<file path="src/common/gcc_pkg.sv">
package gcc_pkg;
    // register indices; byte address is four times the index
    localparam logic [7:0] IDX_REVISION = 8'h17;
    localparam logic [7:0] IDX_IRQ_LOW = 8'h18;
    localparam logic [7:0] IDX_IRQ_HIGH = 8'h19;
    localparam logic [7:0] IDX_SOFT_RESET = 8'h1A;
    localparam logic [7:0] IDX_SWAP_CONTROL = 8'h1B;
    localparam logic [7:0] IDX_REQ_DELTA = 8'h1C;
    localparam logic [7:0] IDX_BUSY_DELTA = 8'h1D;
    localparam logic [7:0] IDX_SWAP_TRIGGER = 8'h1E;

    localparam int ADDR_W = 8;
    localparam int DATA_W = 32;
    localparam int REG_W = 16;
    localparam int REV_W = 8;
    localparam int IRQ_IN_W = 32;
    localparam int IRQ_HALF_W = 16;

    // swap control register field positions
    localparam int BIT_REQ_MASK = 0;
    localparam int BIT_BUSY = 1;
    localparam int BIT_LOCK = 2;
    localparam int BIT_HOLD = 3;
    localparam int BIT_BUSY_MASK = 4;
    // single-bit registers use bit 0
    localparam int BIT_LSB = 0;

    // reset values
    localparam logic RST_SOFT_RESET = 1'b0;
    localparam logic RST_CTRL_BIT = 1'b0;
    localparam logic RST_DELTA = 1'b0;

    // arbitrary neutral revision value
    localparam logic [REV_W-1:0] REVISION_DEFAULT = 8'h31;

    typedef enum {
        SWAP_IDLE,
        SWAP_WAIT_FRAME
    } swap_state_t;
endpackage

</file>
<file path="src/rtl/global_control_config_swap.sv">
`timescale 1ns/10ps
// Notes on behaviour
// - read-only 8-bit revision code; low nibble steps per silicon revision.
// - first view register returns live composite interrupt inputs 0 to 15.
// - second view register returns live composite interrupt inputs 16 to 31.
// - while master-reset bit is 1, all device flip-flops except that bit and the read data stay in reset.
// - writing 0 to master-reset bit releases reset, operation resumes.
// - swap lock blocks outgoing swap pulses; request delta keeps working.
// - busy mask gates busy delta into the interrupt output.
// - request mask gates request delta into the interrupt output.
// - request delta sets on any request, from pin or trigger register.
// - busy is high from swap pulse until the next frame boundary.
// - busy delta sets when busy falls, marking swap completion.
// - trigger write asks standby maps to become active at frame boundary.
// - trigger register is write-only; each write makes a one-cycle pulse.
// - delta bits are read-only and clear when read.
module global_control_config_swap
    import gcc_pkg::*;
(
    input wire logic clk,
    input wire logic srst,
    input wire logic psel,
    input wire logic penable,
    input wire logic pwrite,
    input wire logic [gcc_pkg::ADDR_W-1:0] paddr,
    input wire logic [gcc_pkg::DATA_W-1:0] pwdata,
    output logic [gcc_pkg::DATA_W-1:0] prdata,
    output logic pready,
    output logic pslverr,
    input wire logic [gcc_pkg::IRQ_IN_W-1:0] compositeIrq,
    input wire logic swapRequestPin,
    input wire logic frameBoundary,
    output logic swapPulseOut,
    output logic deviceReset,
    output logic irqOut
);
    localparam logic [REV_W-1:0] REVISION_CODE = REVISION_DEFAULT;

    // register file state
    logic softReset;
    logic requestMask;
    logic busyMask;
    logic swapLock;
    logic swapHold;
    logic requestDelta;
    logic busyDelta;
    logic irqReg;
    logic [DATA_W-1:0] readData;
    logic next_softReset;
    logic next_requestMask;
    logic next_busyMask;
    logic next_swapLock;
    logic next_swapHold;
    logic next_requestDelta;
    logic next_busyDelta;
    logic next_irqReg;
    logic [DATA_W-1:0] next_readData;

    // bus decode
    logic access;
    logic writeAccess;
    logic readAccess;
    logic [ADDR_W-3:0] regIndex;
    logic addrAligned;
    logic mapped;
    logic coreRst;

    // request path
    logic triggerPulse;
    logic pinRise;
    logic swapRequest;
    logic swapBusy;
    logic busyFell;

    // zero wait states: every access completes in its first access cycle
    assign access = psel & penable;
    assign writeAccess = access & pwrite;
    assign readAccess = access & ~pwrite;
    assign regIndex = paddr[ADDR_W-1:2];
    assign addrAligned = (paddr[1:0] == 2'h0);

    always_comb begin
        mapped = 1'b0;
        if (addrAligned) begin
            case ({2'h0, regIndex})
                IDX_REVISION, IDX_IRQ_LOW, IDX_IRQ_HIGH, IDX_SOFT_RESET,
                IDX_SWAP_CONTROL, IDX_REQ_DELTA, IDX_BUSY_DELTA,
                IDX_SWAP_TRIGGER: begin
                    mapped = 1'b1;
                end
                default: begin
                    mapped = 1'b0;
                end
            endcase
        end
    end

    assign pready = 1'b1;
    assign pslverr = access & ~mapped;
    assign prdata = readData;

    // soft reset holds the rest in reset
    assign coreRst = srst | softReset;
    assign deviceReset = coreRst;

    assign triggerPulse = writeAccess && mapped
        && ({2'h0, regIndex} == IDX_SWAP_TRIGGER);
    assign swapRequest = triggerPulse | pinRise;

    // neighbouring device pin is asynchronous to clk
    pin_sync u_pin_sync (
        .clk(clk),
        .rst(coreRst),
        .pinIn(swapRequestPin),
        .levelOut(),
        .risePulse(pinRise)
    );

    swap_sequencer u_swap_sequencer (
        .clk(clk),
        .rst(coreRst),
        .request(swapRequest),
        .swapLock(swapLock),
        .frameBoundary(frameBoundary),
        .swapPulse(swapPulseOut),
        .swapBusy(swapBusy),
        .busyFell(busyFell)
    );

    // soft reset bit lives on srst only, so software can release it
    always_comb begin
        next_softReset = softReset;
        if (writeAccess && ({2'h0, regIndex} == IDX_SOFT_RESET)
            && addrAligned) begin
            next_softReset = pwdata[BIT_LSB];
        end
    end

    always_ff @(posedge clk) begin
        if (srst) begin
            softReset <= RST_SOFT_RESET;
        end else begin
            softReset <= next_softReset;
        end
    end

    // control bits, deltas, interrupt and read data
    always_comb begin
        next_requestMask = requestMask;
        next_busyMask = busyMask;
        next_swapLock = swapLock;
        next_swapHold = swapHold;
        next_requestDelta = requestDelta;
        next_busyDelta = busyDelta;
        next_readData = readData;
        if (writeAccess && mapped
            && ({2'h0, regIndex} == IDX_SWAP_CONTROL)) begin
            next_requestMask = pwdata[BIT_REQ_MASK];
            next_swapLock = pwdata[BIT_LOCK];
            next_swapHold = pwdata[BIT_HOLD];
            next_busyMask = pwdata[BIT_BUSY_MASK];
        end
        if (readAccess && mapped
            && ({2'h0, regIndex} == IDX_REQ_DELTA)) begin
            next_requestDelta = 1'b0;
        end
        if (readAccess && mapped
            && ({2'h0, regIndex} == IDX_BUSY_DELTA)) begin
            next_busyDelta = 1'b0;
        end
        // set wins over a clear in the same cycle
        // any request sets delta
        if (swapRequest) begin
            next_requestDelta = 1'b1;
        end
        if (busyFell) begin
            next_busyDelta = 1'b1;
        end
        next_irqReg = (next_requestDelta & requestMask)
            | (next_busyDelta & busyMask);
        // read data is captured in the setup cycle, valid in access phase
        if (psel && !penable && !pwrite) begin
            next_readData = '0;
            if (addrAligned) begin
                case ({2'h0, regIndex})
                    IDX_REVISION: begin
                        next_readData[REV_W-1:0] = REVISION_CODE;
                    end
                    IDX_IRQ_LOW: begin
                        next_readData[IRQ_HALF_W-1:0] =
                            compositeIrq[IRQ_HALF_W-1:0];
                    end
                    IDX_IRQ_HIGH: begin
                        next_readData[IRQ_HALF_W-1:0] =
                            compositeIrq[IRQ_IN_W-1:IRQ_HALF_W];
                    end
                    IDX_SOFT_RESET: begin
                        next_readData[BIT_LSB] = softReset;
                    end
                    IDX_SWAP_CONTROL: begin
                        next_readData[BIT_REQ_MASK] = requestMask;
                        next_readData[BIT_BUSY] = swapBusy;
                        next_readData[BIT_LOCK] = swapLock;
                        next_readData[BIT_HOLD] = swapHold;
                        next_readData[BIT_BUSY_MASK] = busyMask;
                    end
                    IDX_REQ_DELTA: begin
                        // includes an event landing this very cycle
                        next_readData[BIT_LSB] = requestDelta | swapRequest;
                    end
                    IDX_BUSY_DELTA: begin
                        next_readData[BIT_LSB] = busyDelta | busyFell;
                    end
                    default: begin
                        next_readData = '0;
                    end
                endcase
            end
        end
    end

    always_ff @(posedge clk) begin
        if (coreRst) begin
            requestMask <= RST_CTRL_BIT;
            busyMask <= RST_CTRL_BIT;
            swapLock <= RST_CTRL_BIT;
            swapHold <= RST_CTRL_BIT;
            requestDelta <= RST_DELTA;
            busyDelta <= RST_DELTA;
            irqReg <= 1'b0;
        end else begin
            requestMask <= next_requestMask;
            busyMask <= next_busyMask;
            swapLock <= next_swapLock;
            swapHold <= next_swapHold;
            requestDelta <= next_requestDelta;
            busyDelta <= next_busyDelta;
            irqReg <= next_irqReg;
        end
    end

    // bus answer stays alive under soft reset, so software can still
    // read the reset bit back and clear it; only srst empties it
    always_ff @(posedge clk) begin
        if (srst) begin
            readData <= '0;
        end else begin
            readData <= next_readData;
        end
    end

    assign irqOut = irqReg;
endmodule

</file>
<file path="src/rtl/pin_sync.sv">
`timescale 1ns/10ps
// two-flop synchroniser with rising-edge pulse after the second stage
module pin_sync (
    input wire logic clk,
    input wire logic rst,
    input wire logic pinIn,
    output logic levelOut,
    output logic risePulse
);
    logic stage1;
    logic stage2;
    logic stage3;
    logic next_stage1;
    logic next_stage2;
    logic next_stage3;

    // first stage feeds only the second one
    always_comb begin
        next_stage1 = pinIn;
        next_stage2 = stage1;
        next_stage3 = stage2;
    end

    always_ff @(posedge clk) begin
        if (rst) begin
            stage1 <= 1'b0;
            stage2 <= 1'b0;
            stage3 <= 1'b0;
        end else begin
            stage1 <= next_stage1;
            stage2 <= next_stage2;
            stage3 <= next_stage3;
        end
    end

    assign levelOut = stage2;
    assign risePulse = stage2 & ~stage3;
endmodule

</file>
<file path="src/rtl/swap_sequencer.sv">
`timescale 1ns/10ps
// issues the swap pulse and tracks busy until the next frame boundary
module swap_sequencer
    import gcc_pkg::*;
(
    input wire logic clk,
    input wire logic rst,
    input wire logic request,
    input wire logic swapLock,
    input wire logic frameBoundary,
    output logic swapPulse,
    output logic swapBusy,
    output logic busyFell
);
    swap_state_t state;
    swap_state_t next_state;
    logic next_swapPulse;
    logic next_busyFell;

    always_comb begin
        next_state = state;
        next_swapPulse = 1'b0;
        next_busyFell = 1'b0;
        case (state)
            SWAP_IDLE: begin
                if (request && !swapLock) begin
                    next_swapPulse = 1'b1;
                    next_state = SWAP_WAIT_FRAME;
                end
            end
            SWAP_WAIT_FRAME: begin
                // a repeat request while busy re-issues, boundary not yet due
                if (request && !swapLock) begin
                    next_swapPulse = 1'b1;
                end else if (frameBoundary && !swapPulse) begin
                    next_state = SWAP_IDLE;
                    next_busyFell = 1'b1;
                end
            end
            default: begin
                next_state = SWAP_IDLE;
            end
        endcase
    end

    always_ff @(posedge clk) begin
        if (rst) begin
            state <= SWAP_IDLE;
            swapPulse <= 1'b0;
            busyFell <= 1'b0;
        end else begin
            state <= next_state;
            swapPulse <= next_swapPulse;
            busyFell <= next_busyFell;
        end
    end

    assign swapBusy = (state == SWAP_WAIT_FRAME);
endmodule

</file>
<file path="config.mk">
export PLATFORM = sky130hd
export DESIGN_NAME = global_control_config_swap
export DESIGN_NICKNAME = d
export VERILOG_FILES = /design/src/common/gcc_pkg.sv /design/src/rtl/global_control_config_swap.sv /design/src/rtl/pin_sync.sv /design/src/rtl/swap_sequencer.sv
export SDC_FILE = /design/constraint.sdc
export NUM_CORES = 1
export LEC_CHECK = 0
export BUFFER_PORTS_ARGS = -buffer_cell sky130_fd_sc_hd__buf_2
export CAP_MARGIN = 40
export CORE_AREA = 2 2 67 69
export CTS_BUF_LIST = sky130_fd_sc_hd__clkbuf_4
export CTS_CLUSTER_DIAMETER = 100
export DETAILED_ROUTE_END_ITERATION = 16
export DIE_AREA = 0 0 69 71
export GPL_TIMING_DRIVEN = 0
export PLACE_DENSITY_LB_ADDON = 0.15
export SETUP_SLACK_MARGIN = 0.1
export SLEW_MARGIN = 20
export SYNTH_ARGS = -nofsm -noshare
export SYNTH_HDL_FRONTEND = slang
export SYNTH_SLANG_ARGS = --single-unit
</file>
<file path="constraint.sdc">
create_clock -name clk -period 1.6 [get_ports clk]
set_input_delay 0.24 -clock clk [delete_from_list [all_inputs] [get_ports clk]]
set_output_delay 0.24 -clock clk [all_outputs]
set_load 0.01 [all_outputs]
</file>
* After elaboration in Yosys (flattened, before gate mapping)
Memories as Yosys holds them, arrays and structs flattened.
Cells that the tools add are included.
** Operators by class
- Eq/ne operators :: 13
- Mux-type cells :: 17
- Reductions and logical operators :: 22
- Bitwise gates (word level) :: 17
** Operators with widths (number)
- 2-to-1 mux 32 bit :: 3
- case mux 32 bit (2 select lines) :: 1
- equality test 6 x 5 -> 1 bit (second input constant) :: 8
- equality test 32 x 1 -> 1 bit (second input constant) :: 1
- equality test 32 x 2 -> 1 bit (second input constant) :: 1
- zero test 32 bit :: 1
- 2-to-1 mux 16 bit :: 1
- case mux 4 bit (4 select lines) :: 1
- case mux 8 bit (2 select lines) :: 1
- logical AND 1 bit :: 12
- case mux 3 bit (3 select lines) :: 1
- 2-to-1 mux 1 bit :: 8
- AND 1 bit :: 7
- case mux 1 bit (7 select lines) :: 1
- inverter 1 bit :: 5
- OR 1 bit :: 5
- zero test 1 bit :: 4
- != test 2 x 1 -> 1 bit (second input constant) :: 2
- OR reduction 2 bit :: 2
- AND reduction 3 bit :: 1
- OR reduction 3 bit :: 1
- zero test 2 bit :: 1
- != test 2 bit (second input constant) :: 1
** Storage, ports and cells
- Bits in registers :: 77
- Output and inout port bits :: 37
- ROM bits :: 32
- Logic and storage cells :: 85
- Bits of input ports :: 79
- Memories kept :: 1
** Memories
- (name not given) :: depth 32, width 1, read ports 1, clocked after Yosys merged registers in 0, wr ports 0, RTL line global_control_config_swap.sv:85 : case ({2'h0, regIndex})

* Longest topological paths before layout
An unclocked memory read counts as a cell.
- Word-level depth :: 9
- Depth in mapped cells :: 6
- Gate-level depth less buffers :: 5

* By module
Synthesis repeated with hierarchy kept, for this count alone.
** Second synthesis, totals
- Cells, all modules :: 208
- Area, all modules :: 1727.9 µm²
** By module, submodules not included
- global_control_config_swap :: cells an instance 192, sequential area each 480.5 µm², times used 1, area each 1535.2 µm²
- swap_sequencer :: cells an instance 9, sequential area each 60.1 µm², times used 1, area each 105.1 µm²
- pin_sync :: cells an instance 7, sequential area each 60.1 µm², times used 1, area each 87.6 µm²

* Least setup slack after synthesis
No wires, ideal clock.
- Path type :: in2reg
- From :: in paddr[1] (netlist name)
- To :: reg busyMask
- Setup time :: 0.072 ns
- Data required time :: 1.528 ns
- Arrival time :: 1.272 ns
- Cell stages on the path :: 3
- Setup slack :: 0.256 ns
- Path buffers :: 0
- Cell sequence :: or4b_4 > nor3_4 > mux2i_1
** Between the ends
- Cells in the longest elaborated chain, start to end :: 4
** RTL lines
- start, declared :: RTL line global_control_config_swap.sv:25 : input wire logic [gcc_pkg::ADDR_W-1:0] paddr,
- zero test 2 bit :: RTL line global_control_config_swap.sv:80 : assign addrAligned = (paddr[1:0] == 2'h0);
- 2-to-1 mux 1 bit :: RTL line global_control_config_swap.sv:84 : if (addrAligned) begin
- logical AND 1 bit :: RTL line global_control_config_swap.sv:156 : if (writeAccess && mapped
- logical AND 1 bit :: RTL line global_control_config_swap.sv:157 : && ({2'h0, regIndex} == IDX_SWAP_CONTROL)) begin
- end signal, assigned :: RTL line global_control_config_swap.sv:233 : busyMask <= next_busyMask;
- end, declared :: RTL line global_control_config_swap.sv:42 : logic busyMask;
Every way passes these cells.
A chain may end at the register's enable or synchronous reset.

* Worst setup path after layout
- From :: in paddr[1] (netlist name)
- To :: out pslverr
** Between the ends
- Cells in the longest elaborated chain, start to end :: 4
** RTL lines
- zero test 2 bit :: RTL line global_control_config_swap.sv:80
- 2-to-1 mux 1 bit :: RTL line global_control_config_swap.sv:84
- inverter 1 bit :: RTL line global_control_config_swap.sv:99 : assign pslverr = access & ~mapped;
- AND 1 bit :: RTL line global_control_config_swap.sv:99
- end, declared :: RTL line global_control_config_swap.sv:29 : output logic pslverr,
Every way passes these cells.

==> run summary <==
The flow ran to the end, and the final reports show no timing, DRC or antenna violations. In this run the static leakage power is 0.001101 uW. Number of antenna violations at the first check in global routing: 0. Wires add up to 4087 um. The post-layout minimum cycle time is 1471 ps, and the switching share of power is 25.49%. After floorplanning, the core was sized to cover 4204 um^2. The clock network accounts for 29.8% of the total power. The arrival time at the worst endpoint was 1230 ps; the remaining antenna violation count after routing was 0. Along the worst path, the maximum fanout reaches 2.

Internal power comes to 1101 uW. The weighted congestion at the end of routability-driven global placement came out at 0.8004. Summed over all nets, the half-perimeter wirelength after detailed placement is 3171 um. From bottom edge to top edge, the die measures 71 um. The die footprint was 4899 um^2; the count of input and output buffers was 69. The tools report the peak supply drop as 393.2 uV. The logic depth of the worst register-to-register path was 4. The type of destination of the critical path was an output port. The worst hold path passes through 2 cells.

The die is 69 um wide. The tools report the total grt overflow as 0. The I/O pin count is 116.

Sequential-to-total area share from yosys stat: 33.66%. Counting the fill cells in the layout gives 406. For this run, the top clock speed supported by timing is 0.6798 GHz. The final critical path takes up 91.94% of the cycle. In this run the most critical hold path is launched from swapRequestPin. The vias per cell is 4.813. The total negative slack came out at 0 ps. The synthesized netlist contains 51 unique library cells.

Global routing consumed, over all layers together, 16.96% of the routing resources. The startpoint of the most critical setup path is paddr[1]. Via count of the first global-routing pass: 1488. The run gives 0 as the number of max-cap violations. The later pin in the worst-skew pair is clocked with a latency of 320 ps. The number of flip-flops under the largest register name is 16, and the CTS buffer count is 5.

The initial utilization of the core area, before any placement, comes to 42.44%. The mean instance size in the synthesized netlist was 9.858 um^2. The maximum number of buffers from clock root to sink was 2. The tightest hold path in the finished design has a slack of 119.7 ps.

The net total in the final layout came out at 353. For the number of endpoints with negative hold slack in the final report, the log shows 0. The number of antenna diodes in the final layout is 0. The number of cells produced by synthesis came out at 181. Master cell of the clock root buffer: sky130_fd_sc_hd__clkbuf_4.

Data on the critical path is required at its endpoint by 1360 ps. For this run, design rule violations remaining after detail routing come to 0. The class of the tightest hold or removal check was input pin to register.

For this block, the initial DRC count from the detailed router was 40. The async set-reset flop share out of synthesis works out to 0%. Setup repair after global routing could not meet its margin everywhere.

For the sum of internal, switching and leakage power, the log shows 1478 uW. The logs give 30 for the number of clock sinks and 24 for the row count. On the final layout, the worst clock skew is 10.89 ps.

After clock tree synthesis, the flow added hold-fix buffers numbering 0. Summing every instance area after synthesis gives 1784 um^2. The share of total power dissipated in combinational logic is 19.1%.

The logs give 4 for the first-pass iteration count of the detailed router and 0 for the count of final setup violators. The tools report the launch point of the worst reg-to-reg path as busyMask. The pin count of the biggest net entering global routing is 11.

Per report_power, the sequential group accounts for 51.1% of the total. Compared with the post-synthesis result, the final layout area differs by 31.00%. The number of enable-type register cells in the synthesized netlist was 0. In the final routed layout, each cell accounts on average for 12.54 um. TritonCTS built the clock tree. The worst setup path is of the input pin to output port kind. The power per standard cell area came out at 632.3 nW/um^2.

The most used flip-flop cell after synthesis was sky130_fd_sc_hd__dfxtp_1. Cells with a size suffix above 1 make up 51.09% of the layout. The worst setup path is launched from an input pin.

The run gives 1569 as the via count. For the max-slew violation total from the final report, the log shows 0. In this run the register-to-register setup slack is 470 ps.

The tools report the wire length of the first global-routing pass as 6699 um. Endpoint of the worst register-to-register path: prdata[4]. After synthesis the netlist holds a flip-flop and latch count of 30.

For this run, the number of Yosys warnings is 0. After clock tree synthesis, the clock-pin slew on the worst setup and hold paths is 80 ps. The analysis attributes to net switching a power of 376.8 uW. The path with the worst hold slack has its endpoint at u_pin_sync.next_stage2. The H-tree generated during clock tree synthesis spans 2 levels.
==> how the worst max path moves through the flow <==
stage                to  slack, ps  depth (start not counted)
6_report        pslverr        130                          4
3_5_place_dp   swapLock         10                          4
2_1_floorplan  busyMask        260                          3
3_3_place_gp   swapHold         20                          4
4_1_cts         pslverr        110                          4
5_1_grt         pslverr         90                          4
==> routing by layer <==
| layer | vias to the layer above | global-route usage, % | part of all wire [%] |
|---|---|---|---|
| li1 | 802 | - | - |
| met3 | 5 | 5.556 | 7.5 |
| met5 | - | 0 | 0 |
| met4 | 0 | 6.318 | 1.1 |
| met2 | 57 | 27.35 | 46 |
| met1 | 705 | 21.24 | 45 |
==> what timing repair did <==
action	CTS	global route
pin swaps	2	2
setup endpoints to repair	1	1
buffers inserted	1	1
resized for setup	0	6
==> cell usage in the layout, fill, tap and decap left out, types with 2 or more instances in the layout <==
cell / instances
sky130_fd_sc_hd__mux2i_1: 5
sky130_fd_sc_hd__dfxtp_1: 30
sky130_fd_sc_hd__clkbuf_8: 2
sky130_fd_sc_hd__and2_1: 4
sky130_fd_sc_hd__a22oi_2: 9
sky130_fd_sc_hd__nor4b_2: 2
sky130_fd_sc_hd__mux2_1: 2
sky130_fd_sc_hd__a22oi_1: 5
sky130_fd_sc_hd__nand3b_1: 2
sky130_fd_sc_hd__buf_4: 21
sky130_fd_sc_hd__a22o_1: 5
sky130_fd_sc_hd__o21ai_0: 2
sky130_fd_sc_hd__clkbuf_1: 2
sky130_fd_sc_hd__nand4_1: 2
sky130_fd_sc_hd__mux2_2: 14
sky130_fd_sc_hd__nand2_1: 12
sky130_fd_sc_hd__and4b_1: 2
sky130_fd_sc_hd__buf_6: 3
sky130_fd_sc_hd__nand3_1: 2
sky130_fd_sc_hd__buf_2: 68
sky130_fd_sc_hd__a21oi_1: 3
sky130_fd_sc_hd__conb_1: 17
sky130_fd_sc_hd__nor2_1: 21
sky130_fd_sc_hd__nor2b_1: 3
sky130_fd_sc_hd__inv_1: 2
sky130_fd_sc_hd__clkbuf_4: 7
==> cell usage after synthesis (2+ instances only) <==
master | instances | share of area (%)
sky130_fd_sc_hd__a21oi_1 | 3 | 0.84
sky130_fd_sc_hd__a22o_1 | 5 | 2.5
sky130_fd_sc_hd__a22oi_1 | 5 | 2.1
sky130_fd_sc_hd__a22oi_2 | 9 | 6.3
sky130_fd_sc_hd__and2_1 | 4 | 1.4
sky130_fd_sc_hd__and4b_1 | 2 | 1.1
sky130_fd_sc_hd__buf_2 | 2 | 0.56
sky130_fd_sc_hd__buf_4 | 18 | 7.6
sky130_fd_sc_hd__buf_6 | 2 | 1.3
sky130_fd_sc_hd__clkbuf_1 | 2 | 0.42
sky130_fd_sc_hd__clkbuf_8 | 2 | 1.5
sky130_fd_sc_hd__conb_1 | 2 | 0.42
sky130_fd_sc_hd__dfxtp_1 | 30 | 34
sky130_fd_sc_hd__inv_1 | 2 | 0.42
sky130_fd_sc_hd__mux2_1 | 2 | 1.3
sky130_fd_sc_hd__mux2_2 | 14 | 8.8
sky130_fd_sc_hd__mux2i_1 | 5 | 2.8
sky130_fd_sc_hd__nand2_1 | 12 | 2.5
sky130_fd_sc_hd__nand3_1 | 2 | 0.56
sky130_fd_sc_hd__nand3b_1 | 2 | 0.84
sky130_fd_sc_hd__nand4_1 | 2 | 0.70
sky130_fd_sc_hd__nor2_1 | 21 | 4.4
sky130_fd_sc_hd__nor2b_1 | 3 | 1.1
sky130_fd_sc_hd__nor4b_2 | 2 | 1.7
sky130_fd_sc_hd__o21ai_0 | 2 | 0.56
==> cell type report <==
type | instances | area (um^2) | area share, %
plain buffers | 26 | 202.7 | 8.672
repair buffers | 71 | 379.1 | 16.22
well taps | 52 | 65.06 | 2.784
flip-flops and latches | 30 | 600.6 | 25.70
clock buffers | 7 | 52.55 | 2.248
multi-input cells | 138 | 1030 | 44.06
inverters | 2 | 7.507 | 0.3212
==> power by group through the flow <==
stage	Clock, uW	Combinational [uW]	Sequential (uW)
final	441	282	756
after global routing	500	309	757
after CTS	464	276	756
after detailed placement	0	273	773
after global placement	0	272	773
after floorplan	0	177	773
==> critical path: stages <==
cell and delay, ps:
sky130_fd_sc_hd__buf_8 100, sky130_fd_sc_hd__or4b_4 530, sky130_fd_sc_hd__o211a_1 230, sky130_fd_sc_hd__buf_2 130
==> cell families after synthesis <==
kind of cell / after synthesis / share of synthesized area (%)
buffers and inverters: 28 / 11.78
other: 2 / 0.4209
AND/OR/NAND/NOR: 65 / 23.49
flip-flops: 30 / 33.66
XOR/XNOR: 1 / 0.4910
AO/OA/AOI/OAI: 34 / 17.25
multiplexers: 21 / 12.90
==> metrics by stage <==
| step | area, um^2 | cells | util, % | setup WS (ps) |
|---|---|---|---|---|
| 3_5_place_dp | 2251 | 317 | 53.54 | 14.48 |
| 6_report | 2337 | 326 | 55.60 | 128.9 |
| 4_1_cts | 2311 | 325 | 54.97 | 114.1 |
| 2_1_floorplan | 1841 | 196 | - | 256.4 |
| 5_1_grt | 2337 | 326 | 55.60 | 94.52 |
| 3_3_place_gp | 2251 | 317 | 53.54 | 22.31 |
No activity file was read; power rests on OpenSTA's default activity.
